$ cat config.mk
export PLATFORM = sky130hd
export DESIGN_NAME = bsd_top
export DESIGN_NICKNAME = d
export VERILOG_FILES = /design/src/common/bsd_pkg.sv /design/src/hdl/bsd_top.sv /design/src/hdl/bsd_io_decode.sv /design/src/hdl/bsd_pic_bank.sv
export VERILOG_INCLUDE_DIRS = /design/src /design/src/common
export SDC_FILE = /design/constraint.sdc
export NUM_CORES = 1
export LEC_CHECK = 0
export BUFFER_PORTS_ARGS = -buffer_cell sky130_fd_sc_hd__buf_2
export CAP_MARGIN = 20
export CORE_ASPECT_RATIO = 0.6
export CORE_MARGIN = 5
export CORE_UTILIZATION = 45
export DETAILED_ROUTE_END_ITERATION = 7
export PLACE_DENSITY = 0.83
export SLEW_MARGIN = 20
export SYNTH_ARGS = -nofsm -noshare
export SYNTH_HDL_FRONTEND = slang
export SYNTH_SLANG_ARGS = --single-unit
$ cat constraint.sdc
create_clock -name clk -period 4.4 [get_ports clk]
set_clock_uncertainty 0.1 [all_clocks]
set_input_delay 0.44 -clock clk [delete_from_list [all_inputs] [get_ports clk]]
set_output_delay 0.44 -clock clk [all_outputs]
set_load 0.05 [all_outputs]
$ cat src/common/bsd_regs.svh
`ifndef BSD_REGS_SVH
`define BSD_REGS_SVH

// ---------------------------------------------------------------
// Backplane timing, in ns as built and in clock cycles of 10 ns
// ---------------------------------------------------------------
`define BSD_CLK_PERIOD_NS   10
`define BSD_ADDR_SETUP_NS   60
`define BSD_CMD_WIDTH_NS    250
`define BSD_ADDR_CYC \
    ((`BSD_ADDR_SETUP_NS + `BSD_CLK_PERIOD_NS - 1) / `BSD_CLK_PERIOD_NS)
`define BSD_CMD_CYC \
    ((`BSD_CMD_WIDTH_NS + `BSD_CLK_PERIOD_NS - 1) / `BSD_CLK_PERIOD_NS)

// ---------------------------------------------------------------
// Address decode
// ---------------------------------------------------------------
`define BSD_IO_ADDR_W       10
`define BSD_IO_EXPAND_QUAL_N_LO        10'h100
`define BSD_IO_EXPAND_QUAL_N_HI        10'h1ff

// ---------------------------------------------------------------
// Interrupt controllers: vector bases and fixed input positions
// ---------------------------------------------------------------
`define BSD_MASTER_BASE     5'h01
`define BSD_SLAVE_BASE      5'h0e
`define BSD_CASCADE_IN      3'h2
`define BSD_IRQ_VIDEO       9
`define BSD_IRQ_DISK        14

`endif

$ cat src/common/bsd_pkg.sv
package bsd_pkg;

    typedef struct packed {
        logic        is_io;   // I/O cycle, else memory
        logic        wr;      // Write, else read
        logic        word;    // 16-bit access, else byte
        logic [23:0] addr;
        logic [15:0] wdata;
    } bsd_req_t;

    typedef struct packed {
        logic mem_rd_n;
        logic mem_wr_n;
        logic io_rd_n;
        logic io_wr_n;
        logic bhe_n;          // High byte lane enable
    } bsd_strb_t;

    typedef struct packed {
        logic timer;          // IRQ0
        logic kbd;            // IRQ1
        logic floppy;         // IRQ6
        logic rtc;            // IRQ8
        logic fpu;            // IRQ13
        logic spare;          // IRQ15
    } bsd_onb_irq_t;

    typedef enum logic [2:0] {
        ST_IDLE,
        ST_ADDR,
        ST_CMD,
        ST_DONE
    } bsd_state_t;

endpackage

$ cat src/hdl/bsd_top.sv
`timescale 1ns/100ps
`include "bsd_regs.svh"

module bsd_top #(
    parameter int ADDR_CYC = `BSD_ADDR_CYC,
    parameter int CMD_CYC  = `BSD_CMD_CYC
) (
    input  wire logic                 clk,            // 100 MHz clock
    input  wire logic                 resetn,         // Async reset, low
    // Processor side
    input  wire logic                 cpu_req,        // Cycle request
    input  wire bsd_pkg::bsd_req_t    cpu_cmd,        // Cycle details
    output logic                      cpu_ready,      // Cycle done pulse
    output logic [15:0]               cpu_rdata,      // Read data
    input  wire logic                 cpu_inta,       // Int ack pulse
    input  wire logic                 cpu_eoi_m,      // EOI master
    input  wire logic                 cpu_eoi_s,      // EOI slave
    output logic                      cpu_intr,       // Interrupt request
    output logic                      cpu_vec_valid,  // Vector valid pulse
    output logic [7:0]                cpu_vector,     // Interrupt vector
    input  wire logic [15:0]          irq_mask,       // Per-input masks
    input  wire logic                 io_expand_en,   // Qualifier option
    // Backplane
    output logic [23:0]               bp_addr,        // Address lines
    output logic                      bp_addr_oe,     // Address drive
    output bsd_pkg::bsd_strb_t        bp_strb,        // Command strobes
    input  wire logic [15:0]          bp_data_in,     // Data from cards
    output logic [15:0]               bp_data_out,    // Data to cards
    output logic                      bp_data_oe,     // Data drive
    input  wire logic                 mem_wide_ack_n, // Memory width ack
    input  wire logic                 io_wide_ack_n,  // I/O width ack
    output logic                      io_expand_qual_n, // Expansion qual
    input  wire logic                 bus_irq_a_n,    // Backplane request
    input  wire logic                 bus_irq_b_n,    // Backplane request
    input  wire logic                 bus_irq_c_n,    // Backplane request
    // Front plane and onboard sources
    input  wire logic [3:0]           fp_irq_n,       // Front-plane reqs
    input  wire logic                 fp_disk_irq_n,  // Disk request
    input  wire logic                 fp_video_irq_n, // Video request
    input  wire bsd_pkg::bsd_onb_irq_t onb_irq        // Onboard, high
);
    // -----------------------------------------------------------
    // Reset release
    // -----------------------------------------------------------
    logic rst_s1_q;
    logic rst_n_q;

    always_ff @(posedge clk or negedge resetn)
    begin
        if (!resetn)
        begin
            rst_s1_q <= 1'b0;
            rst_n_q  <= 1'b0;
        end
        else
        begin
            rst_s1_q <= 1'b1;
            rst_n_q  <= rst_s1_q;
        end
    end

    // -----------------------------------------------------------
    // Cycle state
    // -----------------------------------------------------------
    bsd_pkg::bsd_state_t state_q;
    bsd_pkg::bsd_state_t state_d;
    bsd_pkg::bsd_req_t   req_q;
    logic [7:0]          cnt_q;
    logic [7:0]          cnt_d;
    logic                lane_q;
    logic                wide_q;
    logic [15:0]         rdata_q;
    logic                ready_q;

    logic                wide_ack;
    logic                split;
    logic                last_cmd;
    logic                last_addr;
    logic [23:0]         cyc_addr;
    logic [23:0]         dec_addr;
    logic                exp_hit;
    logic                hi_lane;
    logic                in_cmd;

    // Sample the line that matches the cycle type
    assign wide_ack  = req_q.is_io ? !io_wide_ack_n : !mem_wide_ack_n;
    // A word needs two cycles only when the card answered narrow
    assign split     = req_q.word && !wide_q;
    assign last_addr = cnt_q == 8'(ADDR_CYC - 1);
    assign last_cmd  = cnt_q == 8'(CMD_CYC - 1);
    // Second half of a split goes to the odd byte address
    assign cyc_addr  = {req_q.addr[23:1], req_q.addr[0] | lane_q};
    // Odd byte to a wide card rides the high lane
    assign hi_lane   = wide_q && !req_q.word && req_q.addr[0];
    assign in_cmd    = state_q == bsd_pkg::ST_CMD;

    bsd_io_decode u_dec (
        .cpu_addr (cyc_addr),
        .is_io    (req_q.is_io),
        .exp_en   (io_expand_en),
        .bp_addr  (dec_addr),
        .exp_hit  (exp_hit)
    );

    always_comb
    begin
        state_d = state_q;
        cnt_d   = cnt_q + 8'h01;
        case (state_q)
            bsd_pkg::ST_IDLE:
            begin
                cnt_d = 8'h00;
                // Acknowledge cycles never start a backplane cycle
                if (cpu_req && !cpu_inta)
                    state_d = bsd_pkg::ST_ADDR;
            end
            bsd_pkg::ST_ADDR:
                if (last_addr)
                begin
                    cnt_d   = 8'h00;
                    state_d = bsd_pkg::ST_CMD;
                end
            bsd_pkg::ST_CMD:
                if (last_cmd)
                begin
                    cnt_d   = 8'h00;
                    state_d = (split && !lane_q) ? bsd_pkg::ST_ADDR
                                                 : bsd_pkg::ST_DONE;
                end
            bsd_pkg::ST_DONE:
                state_d = bsd_pkg::ST_IDLE;
            default:
                state_d = bsd_pkg::ST_IDLE;
        endcase
    end

    always_ff @(posedge clk or negedge rst_n_q)
    begin
        if (!rst_n_q)
        begin
            state_q <= bsd_pkg::ST_IDLE;
            cnt_q   <= 8'h00;
            req_q   <= '0;
            lane_q  <= 1'b0;
            wide_q  <= 1'b0;
            rdata_q <= 16'h0000;
            ready_q <= 1'b0;
        end
        else
        begin
            state_q <= state_d;
            cnt_q   <= cnt_d;
            ready_q <= state_d == bsd_pkg::ST_DONE;
            if (state_q == bsd_pkg::ST_IDLE && state_d == bsd_pkg::ST_ADDR)
            begin
                req_q  <= cpu_cmd;
                lane_q <= 1'b0;
            end
            // Width is judged at the end of address setup
            if (state_q == bsd_pkg::ST_ADDR && last_addr && !lane_q)
                wide_q <= wide_ack;
            if (in_cmd && last_cmd)
            begin
                if (split && !lane_q)
                    lane_q <= 1'b1;
                if (!req_q.wr)
                begin
                    if (wide_q && req_q.word)
                        rdata_q <= bp_data_in;
                    else if (hi_lane)
                        rdata_q <= {8'h00, bp_data_in[15:8]};
                    else if (lane_q)
                        rdata_q[15:8] <= bp_data_in[7:0];
                    else
                        rdata_q <= {8'h00, bp_data_in[7:0]};
                end
            end
        end
    end

    // -----------------------------------------------------------
    // Backplane drive
    // -----------------------------------------------------------
    logic active;

    assign active     = state_q == bsd_pkg::ST_ADDR || in_cmd;
    assign bp_addr_oe = active;
    assign bp_addr    = active ? dec_addr : 24'h000000;
    assign io_expand_qual_n = !(active && exp_hit);
    assign bp_data_oe = active && req_q.wr;
    // Narrow cycles carry each byte on the low lane
    assign bp_data_out = !req_q.wr        ? 16'h0000 :
                         (wide_q && req_q.word) ? req_q.wdata :
                         hi_lane          ? {req_q.wdata[7:0], 8'h00} :
                         lane_q           ? {8'h00, req_q.wdata[15:8]} :
                                            {8'h00, req_q.wdata[7:0]};
    assign bp_strb.mem_rd_n = !(in_cmd && !req_q.is_io && !req_q.wr);
    assign bp_strb.mem_wr_n = !(in_cmd && !req_q.is_io && req_q.wr);
    assign bp_strb.io_rd_n  = !(in_cmd && req_q.is_io && !req_q.wr);
    assign bp_strb.io_wr_n  = !(in_cmd && req_q.is_io && req_q.wr);
    // High lane enabled only for a full word or an odd byte
    assign bp_strb.bhe_n = !(in_cmd && ((wide_q && req_q.word) || hi_lane));

    assign cpu_ready = ready_q;
    assign cpu_rdata = rdata_q;

    // -----------------------------------------------------------
    // Interrupt routing
    // -----------------------------------------------------------
    logic [15:0] irq_in;
    logic [7:0]  m_irq;
    logic        m_int;
    logic [2:0]  m_sel;
    logic [7:0]  m_vec;
    logic        s_int;
    logic [7:0]  s_vec;
    logic        s_ack;
    logic        slave_q;
    logic        vvalid_q;

    assign irq_in[0]  = onb_irq.timer;
    assign irq_in[1]  = onb_irq.kbd;
    assign irq_in[2]  = 1'b0;
    assign irq_in[3]  = !fp_irq_n[0];
    assign irq_in[4]  = !fp_irq_n[1];
    assign irq_in[5]  = !fp_irq_n[2];
    assign irq_in[6]  = onb_irq.floppy;
    assign irq_in[7]  = !fp_irq_n[3];
    assign irq_in[8]  = onb_irq.rtc;
    assign irq_in[`BSD_IRQ_VIDEO] = !fp_video_irq_n;
    assign irq_in[10] = !bus_irq_a_n;
    assign irq_in[11] = !bus_irq_b_n;
    assign irq_in[12] = !bus_irq_c_n;
    assign irq_in[13] = onb_irq.fpu;
    assign irq_in[`BSD_IRQ_DISK] = !fp_disk_irq_n;
    assign irq_in[15] = onb_irq.spare;

    // Slave request enters the master at its cascade input
    assign m_irq = {irq_in[7:3], s_int, irq_in[1:0]};
    assign s_ack = cpu_inta && m_sel == `BSD_CASCADE_IN;

    bsd_pic_bank u_master (
        .clk      (clk),
        .rst_n    (rst_n_q),
        .irq      (m_irq),
        .mask     (irq_mask[7:0]),
        .vec_base (`BSD_MASTER_BASE),
        .ack      (cpu_inta),
        .eoi      (cpu_eoi_m),
        .int_req  (m_int),
        .sel      (m_sel),
        .vector   (m_vec)
    );

    bsd_pic_bank u_slave (
        .clk      (clk),
        .rst_n    (rst_n_q),
        .irq      (irq_in[15:8]),
        .mask     (irq_mask[15:8]),
        .vec_base (`BSD_SLAVE_BASE),
        .ack      (s_ack),
        .eoi      (cpu_eoi_s),
        .int_req  (s_int),
        .sel      (),
        .vector   (s_vec)
    );

    always_ff @(posedge clk or negedge rst_n_q)
    begin
        if (!rst_n_q)
        begin
            slave_q  <= 1'b0;
            vvalid_q <= 1'b0;
        end
        else
        begin
            vvalid_q <= cpu_inta;
            if (cpu_inta)
                slave_q <= s_ack;
        end
    end

    assign cpu_intr      = m_int;
    assign cpu_vec_valid = vvalid_q;
    // Vector comes from the onboard banks only
    assign cpu_vector    = slave_q ? s_vec : m_vec;
endmodule

$ cat src/hdl/bsd_io_decode.sv
`timescale 1ns/100ps
`include "bsd_regs.svh"

module bsd_io_decode #(
    parameter int AW = `BSD_IO_ADDR_W
) (
    input  wire logic [23:0]   cpu_addr,  // Address of pending cycle
    input  wire logic          is_io,     // Cycle is I/O
    input  wire logic          exp_en,    // Expansion option selected
    output logic      [23:0]   bp_addr,   // Address for backplane
    output logic               exp_hit    // Qualifier active
);
    logic [AW-1:0] io_addr;

    // Only 10 I/O address bits leave the board
    assign io_addr = cpu_addr[AW-1:0];
    assign bp_addr = is_io ? {{(24-AW){1'b0}}, io_addr} : cpu_addr;
    // Cards decoding 8 bits see 100-1ff via the qualifier
    assign exp_hit = is_io && exp_en
                  && io_addr >= `BSD_IO_EXPAND_QUAL_N_LO
                  && io_addr <= `BSD_IO_EXPAND_QUAL_N_HI;
endmodule

$ cat src/hdl/bsd_pic_bank.sv
`timescale 1ns/100ps
`include "bsd_regs.svh"

module bsd_pic_bank (
    input  wire logic       clk,       // System clock
    input  wire logic       rst_n,     // Synchronised reset
    input  wire logic [7:0] irq,       // Requests, active high level
    input  wire logic [7:0] mask,      // 1 masks the input
    input  wire logic [4:0] vec_base,  // Vector bits 7:3
    input  wire logic       ack,       // Acknowledge pulse
    input  wire logic       eoi,       // End of interrupt pulse
    output logic            int_req,   // Request to next stage
    output logic [2:0]      sel,       // Input being requested
    output logic [7:0]      vector     // Vector of acknowledged input
);
    logic [7:0] isr_q;
    logic [7:0] isr_d;
    logic [7:0] vector_q;
    logic [7:0] pend;
    logic [2:0] isr_top;
    logic       isr_any;

    // Lowest index wins, as in the classic fixed priority scheme
    function automatic logic [2:0] prio(input logic [7:0] v);
        prio = 3'h0;
        for (int i = 7; i >= 0; i--)
            if (v[i])
                prio = 3'(i);
    endfunction

    assign pend    = irq & ~mask;
    assign sel     = prio(pend);
    assign isr_top = prio(isr_q);
    assign isr_any = |isr_q;
    // Only a higher priority than the one in service may interrupt
    assign int_req = |pend && (!isr_any || sel < isr_top);
    assign isr_d   = (isr_q & ~((eoi && isr_any) ? (8'h01 << isr_top)
                                                 : 8'h00))
                   | (ack ? (8'h01 << sel) : 8'h00);
    assign vector  = vector_q;

    always_ff @(posedge clk or negedge rst_n)
    begin
        if (!rst_n)
        begin
            isr_q    <= 8'h00;
            vector_q <= 8'h00;
        end
        else
        begin
            isr_q <= isr_d;
            if (ack)
                vector_q <= {vec_base, sel};
        end
    end
endmodule

; After elaboration in Yosys (flattened, before gate mapping)
; Index checks and enable logic that the tools add are counted.
[totals]
regBits = 101
inputBits = 99
out_inout_bits = 75
word_cells = 171
[op_classes]
add_sub_neg = 1
order_cmp = 4
eq_ne = 8
shift = 4
n_mux = 59
bitwise = 12
reduce_logical = 63
[ops]
columns = cell, count
row1 = 3-bit 2-to-1 mux, 35
row2 = 16-bit 2-to-1 mux, 5
row3 = 8-bit 2-to-1 mux, 9
row4 = 24-bit 2-to-1 mux, 2
row5 = 8-bit AND, 4
row6 = 8-bit inverter, 4
row7 = 8-bit OR reduction, 4
row8 = 1-bit by 3-bit left shift with 8-bit output (first input constant), 4
row9 = 1-bit logical AND, 27
row10 = 1-bit logical NOT, 25
row11 = 8-bit one-hot mux with 3 select lines, 1
row12 = 8-bit OR, 2
row13 = 10-bit by 9-bit greater-or-equal comparator with 1-bit output (second input constant), 1
row14 = 10-bit by 9-bit less-or-equal comparator with 1-bit output (second input constant), 1
row15 = 3-bit by 2-bit == test with 1-bit output (second input constant), 3
row16 = 3-bit one-hot mux with 3 select lines, 1
row17 = 8-bit by 1-bit adder with 8-bit output (second input constant), 1
row18 = 8-bit by 3-bit == test with 1-bit output (second input constant), 1
row19 = 8-bit by 5-bit == test with 1-bit output (second input constant), 1
row20 = 7-bit 2-to-1 mux, 1
row21 = 3-bit by 1-bit == test with 1-bit output (second input constant), 2
row22 = 3-bit < comparator, 2
row23 = 1-bit logical OR, 4
row24 = 1-bit 2-to-1 mux, 4
row25 = other kinds (7), 7

; Longest topological paths before layout
[logic_depth]
depth_word = 26
depth_mapped = 15
depth_no_buf = 15

; By module
; A second synthesis with hierarchy kept.
[hier_totals]
cells_unflattened = 563
hier_area_um2 = 6062.1
[by_module_without_submodules]
columns = module, instances, cells_per_inst, area_each_um2, seq_area_each_um2
row1 = bsd_top, 1, 339, 3901.2, 1926.8
row2 = bsd_pic_bank, 2, 99, 977.2, 400.4
row3 = bsd_io_decode, 1, 26, 206.4, 0.0

; Least setup slack after synthesis
; No wires, ideal clock.
[synth_path]
path_type = input-to-output
startpoint = input port onb_irq[1] (netlist name)
endpoint = output port cpu_intr
t_arrival_ps = 3770
required_ps = 3860
slack_ps = 90
stages = 13
path_buffers = 0
path_cell_list = nor2b_1 -> nor4_1 -> nand2b_1 -> inv_1 -> ha_1 -> a211oi_1 -> o21ai_2 -> o221ai_4 -> nand2_1 -> a21boi_1 -> ha_1 -> a41o_1 -> a21oi_1
[synth_via]
elab_chain_len = 17
elab_cells_between_ends = 19
classes_between = order compare (2) / mux (9) / bitwise (2) / reduce/logical (6)
[synth_lines]
columns = item, line_no
row1 = start: declaration, bsd_top.sv:40  ; input wire bsd_pkg::bsd_onb_irq_t onb_irq
row2 = 8-bit AND, bsd_pic_bank.sv:31  ; assign pend = irq & ~mask;
row3 = 3-bit 2-to-1 mux (6 in series), bsd_pic_bank.sv:27  ; if (v[i])
row4 = net u_slave.sel[2], bsd_pic_bank.sv:13  ; output logic [2:0] sel,
row5 = 3-bit < comparator, bsd_pic_bank.sv:36  ; assign int_req = |pend && (!isr_any || sel < isr_top);
row6 = 1-bit logical OR, bsd_pic_bank.sv:36
row7 = 1-bit logical AND, bsd_pic_bank.sv:36
row8 = 8-bit AND, bsd_pic_bank.sv:31
row9 = 3-bit 2-to-1 mux (3 in series), bsd_pic_bank.sv:27
row10 = net m_sel[1], bsd_top.sv:213  ; logic [2:0] m_sel;
row11 = 3-bit < comparator, bsd_pic_bank.sv:36
row12 = 1-bit logical OR, bsd_pic_bank.sv:36
row13 = 1-bit logical AND, bsd_pic_bank.sv:36
row14 = end: declaration, bsd_top.sv:18  ; output logic cpu_intr,
; The timed path passes the listed nets, and every way through them passes these cells.

; Worst setup path after layout
[layout_path]
startpoint = input port onb_irq[2] (netlist name)
endpoint = output port cpu_intr
[layout_via]
elab_chain_len = 12
elab_cells_between_ends = 14
classes_between = order compare (2) / mux (4) / bitwise (2) / reduce/logical (6)
[layout_lines]
columns = item, line_no
row1 = 8-bit AND, bsd_pic_bank.sv:31
row2 = 3-bit 2-to-1 mux, bsd_pic_bank.sv:27
row3 = net u_slave.sel[2], bsd_pic_bank.sv:13
row4 = 3-bit < comparator, bsd_pic_bank.sv:36
row5 = 1-bit logical OR, bsd_pic_bank.sv:36
row6 = 1-bit logical AND, bsd_pic_bank.sv:36
row7 = 8-bit AND, bsd_pic_bank.sv:31
row8 = 3-bit 2-to-1 mux (3 in series), bsd_pic_bank.sv:27
row9 = net m_sel[1], bsd_top.sv:213
row10 = 3-bit < comparator, bsd_pic_bank.sv:36
row11 = 1-bit logical OR, bsd_pic_bank.sv:36
row12 = 1-bit logical AND, bsd_pic_bank.sv:36
; The timed path passes the listed nets, and every way through them passes these cells.

==> key figures <==
Outcome
  • Status: complete, no violations

Setup path
  • Critical path startpoint category: input port
  • Crit end category: output port
  • Worst Reg-to-Reg Cells: 10
  • Worst-path fanout max: 6
  • Required @ worst endpoint: 3860 ps
  • Crit path DAT: 3660 ps
  • Critical path class: input port to output port
  • R2r setup slk: 1010 ps
  • End of the worst register-to-register path: u_slave.isr_q[6]$_DFF_PN0_
  • RR Startpoint: u_slave.isr_q[5]$_DFF_PN0_

Synth
  • Synthesized cell area: 0.00525 mm²
  • Syn avg cell area: 9.93 µm²
  • Ranking of synthesized cells by area: dfrtp_1 48%, mux2_2 11%, nand2_1 3.9%, nor2_1 3.9%, and2_1 3.3%
  • Asr flop ratio synth: 100%
  • Leading register cell type out of synthesis: dfrtp_1
  • Register bit count reported by yosys: 101
  • Post-Synthesis Cells: between 500 and 600
  • Yosys warnings: 0
  • Top cell type's share of synthesized area: between 40% and 50%
  • Synth area leader: dfrtp_1
  • Sequential area share after synthesis: 48.1%
  • Post-synth EDFFs: 0
  • Cell variety after synth: 64

Drt
  • ANT nets after route: 0
  • Starting DRC count in detailed routing: 243
  • # DRC: 0
  • Via Count: 4649
  • Vias/cell: ~5.4
  • DR WL/cell: 16.7 µm
  • DRT Wirelength: 14.4 mm
  • Drt first pass iters: 5

Floorplanning
  • Core area: between 0.01 and 0.015 mm²
  • Io pins: 174
  • Row count: 30
  • Die extent in x: 149 µm
  • Initial Util: 46.2%
  • Vert. Die Dim: ~94 µm
  • Die Area: 0.0140 mm²

Placement
  • DP HPWL: 11.0 mm
  • Placer Congestion: 0.996
  • Area after DPL: ~0.0063 mm²
  • Port Buffer Count: 172

Final layout
  • Inserted Diodes: 0
  • Post-Layout Inst Area: about 0.0066 mm²
  • Area growth syn-to-layout: 25.9%
  • Area of the multi-input gates: roughly 0.0026 mm²
  • Fillers: between 900 and 1000
  • Reg area: 0.00253 mm²
  • Most frequent cells in the layout: 171 x buf_2, 100 x dfrtp_1, 55 x nor2_1, 55 x nand2_1, 49 x mux2_2
  • Most common cell after layout, fill and taps aside: buf_2
  • Share of post-route cells with drive strength above 1: 37.6%
  • Nets: between 800 and 900

Global route
  • Met3 Use GR: 6.12%
  • GRT Residual Overflow: 0
  • First-pass GRT wire length: 23.2 mm
  • Largest net degree at the start of global routing: 57
  • GR Util met1: 27.1%
  • Global routing's busiest layer: met2
  • Met2 usage: 32.6%
  • Initial antenna violation count: 0
  • Overall routing resource usage: 20.5%
  • Number of global-route vias before repair: 4721

Min path
  • Hold Path End: req_q[0]$_DFFE_PN0P_
  • HP Start: cpu_cmd[0]
  • Hold Crit Depth: 2
  • Worst hold-check path type: input port to flip-flop

Timing
  • Max Slew Vio Count: 0
  • Hold Violations, Final: 0
  • Final Critical Period: 4200 ps
  • Worst-Margin Slew: 1050 ps
  • # setup viols final: 0
  • Max frequency: 238 MHz
  • Slew headroom: 30.3%
  • Fin Hold WS: 223 ps
  • Final Cycle Share: about 95%

Clock network
  • Max Root-Sink Buffers: 2
  • Clock Sink Count: 101
  • CTS tree: yes
  • Clock-pin slew on the worst setup and hold paths: 80 ps
  • CTS buffer count: 9
  • H-tree depth: 3
  • CTS Root Cell: clkbuf_16
  • Clock latency on the worst-skew pair: 340 ps
  • Setup Fix Bufs, Post-CTS: 0

Power
  • Pwr dens: 493 mW/mm²
  • Pleak: approximately 3.0 nW
  • Maximum VDD drop: about 0.00023 V

Run
  • Max Cap Viol: 0
[per-stage QoR]
| step | TNS, ps | worst slack, ps | instances | power [mW] | utilization [%] |
|---|---|---|---|---|---|
| floorplan | 0 | 90.5 | 530 | 2.12 | - |
| global placement | 0 | 340 | 845 | 2.37 | 55.1 |
| detailed placement | 0 | 104 | 845 | 2.42 | 55.1 |
| CTS | 0 | 86.4 | 862 | 3.27 | 58.0 |
| global route | -30.0 | -30.0 | 862 | 3.45 | 58.2 |
| finish | 0 | 203 | 862 | 3.26 | 58.2 |
[sequential cells by signal (all words and copies together), names as in the netlist, 3 cells and up]
name,count
cyc_addr,23
req_q,20
cpu_rdata,16
cnt_q,8
u_master.isr_q,8
u_slave.isr_q,8
u_master.vector,4
u_slave.vector,4
state_q,3
[final cells by class]
cell class | instances | area share [%]
clock buffer | 9 | 3.41
multi-input combinational | 392 | 39.3
inverter | 15 | 0.851
clock inverter | 7 | 1.34
tap | 160 | 3.03
timing repair buffer | 178 | 13.8
sequential | 101 | 38.3
[worst max-delay path, cell delays in order]
cell,delay (ps)
buf_2,90
nor2b_1,170
nor3_1,480
nand2b_4,110
inv_1,180
ha_1,270
a211oi_1,290
o21ai_2,110
o221ai_4,240
nand2_1,180
a21boi_2,230
ha_1,270
o2111ai_1,90
o31ai_1,110
a21oi_1,140
clkbuf_4,240
[kinds of logic after synthesis]
group	count (synthesis)	synth area share (%)
buffers and inverters	37	2.91
multiplexers	53	11.3
AO/OA/AOI/OAI	111	14.7
XOR/XNOR	7	1.17
adder cells (fa/ha/maj)	7	1.67
flip-flops	101	48.1
other	2	0.143
AND/OR/NAND/NOR	211	19.9
[per-layer routing]
metal / part of all wire, % / vias to the layer above
li1: - / 2188
met1: 43 / 2228
met2: 47 / 204
met3: 8.0 / 29
met4: 2.1 / 0
met5: 0 / -
[worst max-delay path by stage]
stage                     from  endpoint  depth (start not counted)
floorplan           onb_irq[1]  cpu_intr                         13
global placement    onb_irq[1]  cpu_intr                         15
CTS                 onb_irq[1]  cpu_intr                         16
detailed placement  onb_irq[1]  cpu_intr                         16
finish              onb_irq[2]  cpu_intr                         16
global route        onb_irq[2]  cpu_intr                         16
[repair_timing]
item,CTS,global route
resized for setup,0,5
setup endpoints to repair,0,1
hold buffers,1,0
hold endpoints to repair,2,0
[where the power goes]
group	internal, mW	switching [mW]
Combinational	0.435	0.706
Clock	0.457	0.376
Sequential	1.11	0.180
[synth_stat cells (4+ instances only)]
cell and number:
a21oi_1 23, a22oi_1 17, a31oi_1 10, and2_1 28, buf_1 4, clkbuf_1 13
dfrtp_1 101, ha_1 7, inv_1 14, mux2_2 49, nand2_1 55, nand2b_1 12
nand3_1 9, nor2_1 55, nor2b_1 18, nor3_1 9, nor4_1 4, o21a_1 4
o21ai_0 16, o21ai_1 5, o22ai_1 4, o31ai_1 9, or2_2 6, xor2_1 4
Power figures use the tool's default switching activity.
